## src/hw/flash_cmd_addr_pkg.sv

```systemverilog
package flash_cmd_addr_pkg;
   // ----------------------------------------
   // Register offsets
   // ----------------------------------------
   localparam logic [31:0] STATUS_OFS = 32'h007F_E080;
   localparam logic [31:0] IRQ_EN_OFS = 32'h007F_E100;
   localparam logic [31:0] START_OFS = 32'h007F_E104;
   localparam logic [31:0] END_OFS = 32'h007F_E108;

   // ----------------------------------------
   // Field positions and reset values
   // ----------------------------------------
   localparam int READY_BIT = 15;
   localparam int ILLEGAL_BIT = 14;
   localparam int IRQ_EN_BIT = 0;
   localparam logic [31:0] ADDR_RESET = 32'h0000_0000;
   localparam logic [7:0] IRQ_EN_RESET = 8'h00;
   localparam logic [31:0] ADDR_WR_MASK = 32'hFFFF_FFFC;
   localparam logic [31:0] STATUS_EXT_MASK = 32'h00F0_3F40;

   // ----------------------------------------
   // Kept address widths and alignment (log2 bytes)
   // ----------------------------------------
   localparam int CODE_KEEP = 24;
   localparam int DATA_KEEP = 17;
   localparam int OPT_KEEP = 10;
   localparam int END_KEEP = 17;
   localparam logic [4:0] AL_PROG_CODE = 5'h07;
   localparam logic [4:0] AL_PROG_DATA = 5'h02;
   localparam logic [4:0] AL_BLK_CODE_SMALL = 5'h0D;
   localparam logic [4:0] AL_BLK_CODE_LARGE = 5'h0F;
   localparam logic [4:0] AL_BLK_DATA = 5'h06;
   localparam logic [4:0] AL_MULTI_BASE = 5'h06;
   localparam logic [4:0] AL_BLANK = 5'h02;
   localparam logic [4:0] AL_CONFIG = 5'h04;
   localparam logic [4:0] AL_NONE = 5'h00;

   // ----------------------------------------
   // Commands and target memories
   // ----------------------------------------
   typedef enum logic [2:0] {
      CMD_PROGRAM = 3'h0,
      CMD_BLOCK_ERASE = 3'h1,
      CMD_MULTI_ERASE = 3'h2,
      CMD_BLANK_CHECK = 3'h3,
      CMD_CONFIG = 3'h4,
      CMD_STATUS_CLEAR = 3'h5,
      CMD_FORCED_STOP = 3'h6,
      CMD_OTHER = 3'h7
   } cmd_t;

   typedef enum logic [1:0] {
      MEM_CODE = 2'h0,
      MEM_DATA = 2'h1,
      MEM_OPTION = 2'h2
   } mem_t;
endpackage

```

## src/hw/flash_cmd_address_status_regs.sv

```systemverilog
`timescale 1ns/1ps
module flash_cmd_address_status_regs #(
   parameter bit HAS_END_ADDR = 1'b1
) (
   input wire logic core_clk,
   input wire logic arst_n,
   input wire logic [31:0] regAddr,
   input wire logic regWrite,
   input wire logic regRead,
   input wire logic [31:0] regWdata,
   output logic [31:0] regRdata,
   input wire logic seqInit,
   input wire logic seqBusy,
   input wire logic [31:0] seqFlagsIn,
   input wire logic cmdStart,
   input wire logic [2:0] cmdKind,
   input wire logic [1:0] cmdMem,
   input wire logic blockLarge,
   input wire logic [1:0] multiSize,
   input wire logic blankCheckDir,
   output logic [31:0] effStartAddr,
   output logic [31:0] effEndAddr,
   output logic cmdLocked,
   output logic illegalErr,
   output logic readyIrq
);

   // ----------------------------------------
   // Parameter check
   // ----------------------------------------
   generate
      if (HAS_END_ADDR !== 1'b0 && HAS_END_ADDR !== 1'b1) begin : g_bad_param
         $error("HAS_END_ADDR must be 0 or 1");
      end
   endgenerate

   // ----------------------------------------
   // State
   // ----------------------------------------
   typedef struct packed {
      logic [31:0] startAddr;
      logic [31:0] endAddr;
      logic irqEn;
      logic prevReady;
      logic irqPulse;
      logic irqQual;
      logic locked;
      logic illegal;
      logic [31:0] effStart;
      logic [31:0] effEnd;
      logic [31:0] rdata;
   } state_t;

   state_t cur_ff;
   state_t nxt_cur;

   logic seqReady;
   logic [4:0] alignLog;
   logic [31:0] lowMask;
   logic [31:0] startKeep;
   logic [31:0] endKeep;
   logic [31:0] mStart;
   logic [31:0] mEnd;
   logic lockHit;
   logic unlockHit;
   logic irqCmd;
   logic [31:0] statusWord;
   flash_cmd_addr_pkg::cmd_t kind;

   assign kind = flash_cmd_addr_pkg::cmd_t'(cmdKind);
   // Ready is the inverse of the sequencer's busy level
   assign seqReady = ~seqBusy;

   // ----------------------------------------
   // Alignment per command and memory
   // ----------------------------------------
   always_comb begin
      alignLog = flash_cmd_addr_pkg::AL_NONE;
      unique case (kind)
         flash_cmd_addr_pkg::CMD_PROGRAM: begin
            alignLog = (cmdMem == flash_cmd_addr_pkg::MEM_CODE) ?
                       flash_cmd_addr_pkg::AL_PROG_CODE : flash_cmd_addr_pkg::AL_PROG_DATA;
         end
         flash_cmd_addr_pkg::CMD_BLOCK_ERASE: begin
            if (cmdMem == flash_cmd_addr_pkg::MEM_CODE) begin
               alignLog = blockLarge ? flash_cmd_addr_pkg::AL_BLK_CODE_LARGE :
                          flash_cmd_addr_pkg::AL_BLK_CODE_SMALL;
            end else begin
               alignLog = flash_cmd_addr_pkg::AL_BLK_DATA;
            end
         end
         flash_cmd_addr_pkg::CMD_MULTI_ERASE: begin
            // 0: 64, 1: 128, 2 or 3: 256 bytes
            alignLog = flash_cmd_addr_pkg::AL_MULTI_BASE +
                       ((multiSize == 2'h0) ? 5'h00 : (multiSize == 2'h1) ? 5'h01 : 5'h02);
         end
         flash_cmd_addr_pkg::CMD_BLANK_CHECK: alignLog = flash_cmd_addr_pkg::AL_BLANK;
         flash_cmd_addr_pkg::CMD_CONFIG: alignLog = flash_cmd_addr_pkg::AL_CONFIG;
         flash_cmd_addr_pkg::CMD_STATUS_CLEAR,
         flash_cmd_addr_pkg::CMD_FORCED_STOP,
         flash_cmd_addr_pkg::CMD_OTHER: alignLog = flash_cmd_addr_pkg::AL_NONE;
      endcase
   end

   // ----------------------------------------
   // Address masking
   // ----------------------------------------
   always_comb begin
      lowMask = ~((32'h0000_0001 << alignLog) - 32'h0000_0001);
      unique case (cmdMem)
         flash_cmd_addr_pkg::MEM_CODE:
            startKeep = (32'h0000_0001 << flash_cmd_addr_pkg::CODE_KEEP) - 32'h0000_0001;
         flash_cmd_addr_pkg::MEM_DATA:
            startKeep = (32'h0000_0001 << flash_cmd_addr_pkg::DATA_KEEP) - 32'h0000_0001;
         flash_cmd_addr_pkg::MEM_OPTION:
            startKeep = (32'h0000_0001 << flash_cmd_addr_pkg::OPT_KEEP) - 32'h0000_0001;
         default:
            startKeep = 32'h0000_0000;
      endcase
      endKeep = (32'h0000_0001 << flash_cmd_addr_pkg::END_KEEP) - 32'h0000_0001;
      mStart = cur_ff.startAddr & startKeep & lowMask;
      mEnd = cur_ff.endAddr & endKeep & lowMask;
   end

   // ----------------------------------------
   // Lock and unlock decisions
   // ----------------------------------------
   always_comb begin
      lockHit = 1'b0;
      if (cmdStart && HAS_END_ADDR) begin
         if (kind == flash_cmd_addr_pkg::CMD_MULTI_ERASE) begin
            lockHit = (mStart > mEnd);
         end else if (kind == flash_cmd_addr_pkg::CMD_BLANK_CHECK) begin
            lockHit = blankCheckDir ? (mStart < mEnd) : (mStart > mEnd);
         end
      end
      unlockHit = cmdStart && (kind == flash_cmd_addr_pkg::CMD_STATUS_CLEAR ||
                               kind == flash_cmd_addr_pkg::CMD_FORCED_STOP);
      irqCmd = (kind == flash_cmd_addr_pkg::CMD_PROGRAM || kind == flash_cmd_addr_pkg::CMD_BLOCK_ERASE ||
                kind == flash_cmd_addr_pkg::CMD_MULTI_ERASE || kind == flash_cmd_addr_pkg::CMD_BLANK_CHECK);
   end

   // Status word: external flags plus ready and illegal
   always_comb begin
      statusWord = seqFlagsIn & flash_cmd_addr_pkg::STATUS_EXT_MASK;
      statusWord[flash_cmd_addr_pkg::READY_BIT] = seqReady;
      statusWord[flash_cmd_addr_pkg::ILLEGAL_BIT] = cur_ff.illegal;
   end

   // ----------------------------------------
   // Next state
   // ----------------------------------------
   always_comb begin
      nxt_cur = cur_ff;
      // Address writes only while ready, low two bits forced zero
      if (regWrite && seqReady && regAddr == flash_cmd_addr_pkg::START_OFS) begin
         nxt_cur.startAddr = regWdata & flash_cmd_addr_pkg::ADDR_WR_MASK;
      end
      if (regWrite && seqReady && HAS_END_ADDR && regAddr == flash_cmd_addr_pkg::END_OFS) begin
         nxt_cur.endAddr = regWdata & flash_cmd_addr_pkg::ADDR_WR_MASK;
      end
      if (regWrite && regAddr == flash_cmd_addr_pkg::IRQ_EN_OFS) begin
         nxt_cur.irqEn = regWdata[flash_cmd_addr_pkg::IRQ_EN_BIT];
      end
      // Initialize overrides a same-cycle write
      if (seqInit) begin
         nxt_cur.startAddr = flash_cmd_addr_pkg::ADDR_RESET;
         nxt_cur.endAddr = flash_cmd_addr_pkg::ADDR_RESET;
      end
      // Effective addresses captured at command start
      if (cmdStart) begin
         nxt_cur.effStart = mStart;
         nxt_cur.effEnd = HAS_END_ADDR ? mEnd : 32'h0000_0000;
         nxt_cur.irqQual = irqCmd;
      end
      // Lock: unlock first, lock set wins
      if (unlockHit) begin
         nxt_cur.locked = 1'b0;
         nxt_cur.illegal = 1'b0;
      end
      if (lockHit) begin
         nxt_cur.locked = 1'b1;
         nxt_cur.illegal = 1'b1;
      end
      // Registered rising-edge detect of ready
      nxt_cur.prevReady = seqReady;
      nxt_cur.irqPulse = cur_ff.irqEn && cur_ff.irqQual && seqReady && !cur_ff.prevReady;
      // Read data
      if (regRead) begin
         unique case (regAddr)
            flash_cmd_addr_pkg::STATUS_OFS: nxt_cur.rdata = statusWord;
            flash_cmd_addr_pkg::IRQ_EN_OFS: nxt_cur.rdata = {31'h0000_0000, cur_ff.irqEn};
            flash_cmd_addr_pkg::START_OFS: nxt_cur.rdata = cur_ff.startAddr;
            flash_cmd_addr_pkg::END_OFS: nxt_cur.rdata = HAS_END_ADDR ? cur_ff.endAddr : 32'h0000_0000;
            default: nxt_cur.rdata = 32'h0000_0000;
         endcase
      end
   end

   // ----------------------------------------
   // State register
   // ----------------------------------------
   always_ff @(posedge core_clk or negedge arst_n) begin
      if (!arst_n) begin
         cur_ff <= '{startAddr: flash_cmd_addr_pkg::ADDR_RESET,
                     endAddr: flash_cmd_addr_pkg::ADDR_RESET,
                     irqEn: 1'b0,
                     prevReady: 1'b1,
                     irqPulse: 1'b0,
                     irqQual: 1'b0,
                     locked: 1'b0,
                     illegal: 1'b0,
                     effStart: 32'h0000_0000,
                     effEnd: 32'h0000_0000,
                     rdata: 32'h0000_0000};
      end else begin
         cur_ff <= nxt_cur;
      end
   end

   // Outputs from flops
   assign regRdata = cur_ff.rdata;
   assign effStartAddr = cur_ff.effStart;
   assign effEndAddr = cur_ff.effEnd;
   assign cmdLocked = cur_ff.locked;
   assign illegalErr = cur_ff.illegal;
   assign readyIrq = cur_ff.irqPulse;

   // ----------------------------------------
   // Checks
   // ----------------------------------------
   AST_IRQ_ONE_CYCLE: assert property (@(posedge core_clk) disable iff (!arst_n)
      readyIrq |=> !readyIrq) else $error("ready interrupt wider than one cycle");

   AST_IRQ_ON_RISE: assert property (@(posedge core_clk) disable iff (!arst_n)
      (cur_ff.irqEn && cur_ff.irqQual && seqReady && !cur_ff.prevReady) |=> readyIrq)
      else $error("ready interrupt missed on ready rise");

   AST_IRQ_CAUSE: assert property (@(posedge core_clk) disable iff (!arst_n)
      readyIrq |-> $past(seqReady) && !$past(cur_ff.prevReady) && $past(cur_ff.irqEn))
      else $error("ready interrupt without cause");

   AST_IRQEN_RSVD: assert property (@(posedge core_clk) disable iff (!arst_n)
      (regRead && regAddr == flash_cmd_addr_pkg::IRQ_EN_OFS) |=> regRdata[31:1] == 31'h0000_0000)
      else $error("reserved enable bits read nonzero");

   AST_WRITE_DROP: assert property (@(posedge core_clk) disable iff (!arst_n)
      (regWrite && !seqReady && !seqInit && regAddr == flash_cmd_addr_pkg::START_OFS) |=> $stable(cur_ff.startAddr))
      else $error("start address written while busy");

   AST_LOW_BITS: assert property (@(posedge core_clk) disable iff (!arst_n)
      cur_ff.startAddr[1:0] == 2'h0 && cur_ff.endAddr[1:0] == 2'h0) else $error("address low bits nonzero");

   AST_INIT_CLEAR: assert property (@(posedge core_clk) disable iff (!arst_n)
      seqInit |=> cur_ff.startAddr == 32'h0000_0000 && cur_ff.endAddr == 32'h0000_0000)
      else $error("initialize did not clear addresses");

   AST_CODE_PROG: assert property (@(posedge core_clk) disable iff (!arst_n)
      (cmdStart && kind == flash_cmd_addr_pkg::CMD_PROGRAM && cmdMem == flash_cmd_addr_pkg::MEM_CODE)
      |=> effStartAddr[31:24] == 8'h00 && effStartAddr[6:0] == 7'h00)
      else $error("code program address not masked");

   AST_MULTI_LOCK: assert property (@(posedge core_clk) disable iff (!arst_n)
      (cmdStart && HAS_END_ADDR && kind == flash_cmd_addr_pkg::CMD_MULTI_ERASE && mStart > mEnd)
      |=> cmdLocked && illegalErr) else $error("multi-erase range did not lock");

   AST_UNLOCK: assert property (@(posedge core_clk) disable iff (!arst_n)
      $fell(cmdLocked) |-> $past(unlockHit)) else $error("lock released without clear command");

   AST_READY_READ: assert property (@(posedge core_clk) disable iff (!arst_n)
      (regRead && regAddr == flash_cmd_addr_pkg::STATUS_OFS) |=> regRdata[15] == $past(seqReady))
      else $error("ready flag readback wrong");

   AST_BLANK_LOCK: assert property (@(posedge core_clk) disable iff (!arst_n)
      (cmdStart && HAS_END_ADDR && kind == flash_cmd_addr_pkg::CMD_BLANK_CHECK &&
       (blankCheckDir ? (mStart < mEnd) : (mStart > mEnd))) |=> cmdLocked && illegalErr)
      else $error("blank check range did not lock");

   AST_LOCK_CAUSE: assert property (@(posedge core_clk) disable iff (!arst_n)
      $rose(cmdLocked) |-> $past(cmdStart) && ($past(kind) == flash_cmd_addr_pkg::CMD_MULTI_ERASE ||
                                               $past(kind) == flash_cmd_addr_pkg::CMD_BLANK_CHECK))
      else $error("lock set without range command");

   AST_END_MASK: assert property (@(posedge core_clk) disable iff (!arst_n)
      cmdStart |=> effEndAddr[31:17] == 15'h0000 && (effEndAddr & ~$past(cur_ff.endAddr)) == 32'h0000_0000)
      else $error("end address not masked");

   AST_DATA_MASK: assert property (@(posedge core_clk) disable iff (!arst_n)
      (cmdStart && cmdMem == flash_cmd_addr_pkg::MEM_DATA) |=> effStartAddr[31:17] == 15'h0000)
      else $error("data flash start address not masked");

   AST_OPTION_MASK: assert property (@(posedge core_clk) disable iff (!arst_n)
      (cmdStart && cmdMem == flash_cmd_addr_pkg::MEM_OPTION) |=> effStartAddr[31:10] == 22'h00_0000)
      else $error("option memory start address not masked");

   AST_START_SUBSET: assert property (@(posedge core_clk) disable iff (!arst_n)
      cmdStart |=> (effStartAddr & ~$past(cur_ff.startAddr)) == 32'h0000_0000)
      else $error("effective start not taken from start register");

   AST_BLOCK_ALIGN: assert property (@(posedge core_clk) disable iff (!arst_n)
      (cmdStart && kind == flash_cmd_addr_pkg::CMD_BLOCK_ERASE && cmdMem == flash_cmd_addr_pkg::MEM_CODE)
      |=> effStartAddr[12:0] == 13'h0000 && (!$past(blockLarge) || effStartAddr[14:13] == 2'h0))
      else $error("code block erase address not aligned");

   AST_DATA_ERASE_ALIGN: assert property (@(posedge core_clk) disable iff (!arst_n)
      (cmdStart && kind == flash_cmd_addr_pkg::CMD_BLOCK_ERASE && cmdMem == flash_cmd_addr_pkg::MEM_DATA)
      |=> effStartAddr[5:0] == 6'h00) else $error("data block erase address not aligned");

   AST_MULTI_ALIGN: assert property (@(posedge core_clk) disable iff (!arst_n)
      (cmdStart && kind == flash_cmd_addr_pkg::CMD_MULTI_ERASE) |=> effStartAddr[5:0] == 6'h00 &&
      effEndAddr[5:0] == 6'h00) else $error("multi-erase addresses not aligned");

   AST_CONFIG_ALIGN: assert property (@(posedge core_clk) disable iff (!arst_n)
      (cmdStart && kind == flash_cmd_addr_pkg::CMD_CONFIG) |=> effStartAddr[3:0] == 4'h0)
      else $error("configuration address not aligned");

   AST_WRITE_LAND: assert property (@(posedge core_clk) disable iff (!arst_n)
      (regWrite && seqReady && !seqInit && regAddr == flash_cmd_addr_pkg::START_OFS)
      |=> cur_ff.startAddr == {$past(regWdata[31:2]), 2'h0})
      else $error("start address write did not land");

   AST_END_DROP: assert property (@(posedge core_clk) disable iff (!arst_n)
      (regWrite && (!seqReady || !HAS_END_ADDR) && !seqInit && regAddr == flash_cmd_addr_pkg::END_OFS)
      |=> $stable(cur_ff.endAddr))
      else $error("end address written while refused");

endmodule

```

## config.mk

```make
export PLATFORM = sky130hd
export DESIGN_NAME = flash_cmd_address_status_regs
export DESIGN_NICKNAME = d
export VERILOG_FILES = /design/src/hw/flash_cmd_addr_pkg.sv /design/src/hw/flash_cmd_address_status_regs.sv
export SDC_FILE = /design/constraint.sdc
export NUM_CORES = 1
export LEC_CHECK = 0
export BUFFER_PORTS_ARGS = -buffer_cell sky130_fd_sc_hd__buf_2
export CORE_ASPECT_RATIO = 0.7
export CORE_MARGIN = 4
export CORE_UTILIZATION = 40
export DETAILED_ROUTE_END_ITERATION = 7
export PLACE_DENSITY_LB_ADDON = 0.05
export SYNTH_ARGS = -nofsm -noshare
export SYNTH_HDL_FRONTEND = slang
export SYNTH_SLANG_ARGS = --single-unit
```

## constraint.sdc

```tcl
create_clock -name core_clk -period 3.3 [get_ports core_clk]
set_input_delay 0.33 -clock core_clk [delete_from_list [all_inputs] [get_ports core_clk]]
set_output_delay 0.33 -clock core_clk [all_outputs]
set_load 0.02 [all_outputs]
```

==> impl_metrics.env <==
export IMPL_status="finished, final reports clean"
export IMPL_met2_usage_pct=31.78
export IMPL_ir_worst_vdd_mv=0.3085
export IMPL_finalSetupTns_ns=0
export IMPL_maxCapViolCount=0
export IMPL_synth_edf_count=0
export IMPL_wl_mm=20.01
export IMPL_min_period_over_period_pct=77.04
export IMPL_top_usage_layer="met2"
export IMPL_ant_nets=0
export IMPL_reg2reg_depth=8
export IMPL_drt_pass1_iter_count=6
export IMPL_ctsResizeCount=0
export IMPL_endpoint_kind="flip-flop"
export IMPL_whs_path_depth=2
export IMPL_yosysWarnings=0
export IMPL_rsz0062_at_grt="false"
export IMPL_clk_latency_ns=0.42
export IMPL_first_global_vias=5853
export IMPL_maxSlewHeadroom_pct=26.50
export IMPL_nNetsFinal=997
export IMPL_final_hold_violation_count=0
export IMPL_use_met1_pct=28.50
export IMPL_cp_required_ns=3.59
export IMPL_vias=5654
export IMPL_start_util_pct=40.79
export IMPL_crit_arrival_ns=2.83
export IMPL_postCtsSetupRepairBufs=0
export IMPL_period_minus_slack_ns=2.542
export IMPL_dieHeight_um=118.7
export IMPL_max_freq_ghz=0.3933
export IMPL_grt_max_degree=77
export IMPL_postSynthAreaPerCell_um2=8.910
export IMPL_synthCells=786
export IMPL_use_met3_pct=5.817
export IMPL_worstSetupPathType="input pin to flip-flop"
export IMPL_crit_fanout=6
export IMPL_utilization_pct=47.10
export IMPL_power_density_nw_per_um2=501.1
export IMPL_grt_pass1_wl_mm=32.04
export IMPL_overflow=0
export IMPL_ys_seq_area_share_pct=47.54
export IMPL_drtIter0Drc=500
export IMPL_cts_num_sinks=133
export IMPL_maxSlewViolCount=0
export IMPL_h_tree_depth=4
export IMPL_root_buffer="clkbuf_16"
export IMPL_grt_total_usage_pct=20.71
export IMPL_final_setup_skew_ns=0.008987
export IMPL_area_growth_pct=15.45
export IMPL_cts_tree="yes"
export IMPL_num_rows=40
export IMPL_synth_ff_type="dfrtp_1"
export IMPL_remaining_drc_errors=0
export IMPL_wire_per_inst_um=17.93
export IMPL_die_w_um=166.1
export IMPL_synth_cell_types=46
export IMPL_viasPerCell=5.066
export IMPL_cts_buffer_depth=2
export IMPL_antenna_found_initial=2
export IMPL_total_power_uw=4052
export IMPL_cp_start_kind="input pin"
export IMPL_ios=211
export IMPL_clkTransAtPathRegs_ns=0.06
export IMPL_die_area_um2=19720
export IMPL_setup_violations=0
export IMPL_hp_class="input pin to flip-flop"
export IMPL_tightest_slew_ns=1.102
export IMPL_port_buffers=160
export IMPL_post_dp_hpwl_mm=14.37
export IMPL_gp_congestion=0.9137
export IMPL_ys_seq_elements=133
export IMPL_cts_buffers=17
export IMPL_mappedNetlistArea_um2=7003
export IMPL_drive_above_1_share_pct=26.50
export IMPL_synthArstFlopShare_pct=100.0
export IMPL_p_leak_uw=0.003851
export IMPL_core_um2=17170
export IMPL_n_fill_cell=1725
==> where the power goes <==
group	total, uW	internal, uW	leakage [uW]	switching [uW]
clock	2080	1370	0.000308	711
combinational	302	92.9	0.00173	209
sequential	1670	1660	0.00181	15.0
==> cell usage after synthesis (all sizes together), types with 8 or more instances <==
cell type | instances | share of area [%]
nand2 | 141 | 7.6
dfrtp | 132 | 47
buf | 109 | 11
a21oi | 99 | 7.1
nor2 | 55 | 2.9
o21ai | 41 | 2.9
clkbuf | 33 | 1.8
a22oi | 30 | 3.2
inv | 26 | 1.4
nand3 | 23 | 1.6
mux2 | 18 | 2.9
ha | 15 | 2.7
and3 | 8 | 0.71
==> through the flow <==
| stage | std cells | area [um^2] | setup WS [ns] | hold WS (ns) |
|---|---|---|---|---|
| after floorplan | 813 | 7104 | 0.6401 | 0.03441 |
| after global placement | 1081 | 7420 | 0.4021 | 0.3981 |
| after detailed placement | 1081 | 7420 | 0.4406 | 0.4098 |
| after CTS | 1114 | 8080 | 0.8444 | 0.1253 |
| after global routing | 1115 | 8083 | 0.5084 | 0.1313 |
| final | 1116 | 8085 | 0.7576 | 0.1382 |
==> state kept, by name, indices dropped and copies added (netlist names) <==
signal,cells
cur_ff,63
regRdata,31
effStartAddr,22
effEndAddr,15
cmdLocked,1
readyIrq,1
==> worst paths after layout <==
| path | from | end | slack (ns) |
|---|---|---|---|
| min | seqBusy | readyIrq | 0.14 |
| min reg2reg | regRdata[21] | regRdata[21] | 0.50 |
| min in group asynchronous | arst_n | regRdata[23] | 0.51 |
| max | cmdMem[1] | cmdLocked | 0.76 |
| max reg2reg | cur_ff[149] | cmdLocked | 0.99 |
| max in group asynchronous | arst_n | cur_ff[100] | 1.84 |
==> critical path, cell delays in order <==
cell	delay, ns
buf_2	0.14
nor2_1	0.14
nand3b_1	0.13
nor2_1	0.24
nand2_1	0.18
and3b_1	0.24
ha_1	0.22
a211oi_1	0.31
o21ai_0	0.13
a2111oi_0	0.39
a21oi_1	0.15
o22ai_1	0.15
a31oi_1	0.05
==> cells in the final DEF, fill, tap and decap left out, types with 4 or more instances in the layout <==
cell type,count
and3_1,8
clkinv_4,4
nand4_1,4
clkbuf_16,17
inv_1,26
o21ai_0,41
a21oi_1,99
a22oi_1,30
nand3_1,23
dfrtp_1,132
bufinv_16,5
ha_1,15
nor2_1,55
nand2_1,141
nand2b_1,4
buf_2,159
mux2_2,18
buf_4,19
conb_1,28
and2_1,4
==> repair_timing <==
action / in CTS / in global routing
hold endpoints to repair: 74 / 0
setup endpoints to repair: 0 / 0
hold buffers: 1 / 0
==> kinds of logic (layout without fill, tap and decap cells) <==
group	Yosys count	in the layout	synth area share, %
DFF	133	133	47.54
other	1	30	0.05355
and+or+nand+nor	265	265	17.10
muxes	21	21	3.323
buffers and inverters	168	238	14.58
xor gates and xnor gates	2	2	0.2502
adders and majority gates	16	16	2.823
AOI/OAI and AO/OA	180	180	14.33
==> final cells by class <==
class / count / area [um^2] / share of cell area [%]
tap: 231 / 289.0 / 3.575
inverter: 26 / 97.59 / 1.207
sequential: 133 / 3329 / 41.18
clock buffer: 21 / 450.4 / 5.571
clock inverter: 11 / 200.2 / 2.476
multi-input combinational: 512 / 2754 / 34.06
timing repair buffer: 180 / 959.7 / 11.87
antenna: 2 / 5.005 / 0.06190
==> routing by layer <==
metal,vias to the layer above,share of wire [%]
met5,-,0.035
met4,2,1.7
met3,24,6.3
met2,181,46
met1,2737,46
li1,2710,-
(Power assumes the default switching activity.)
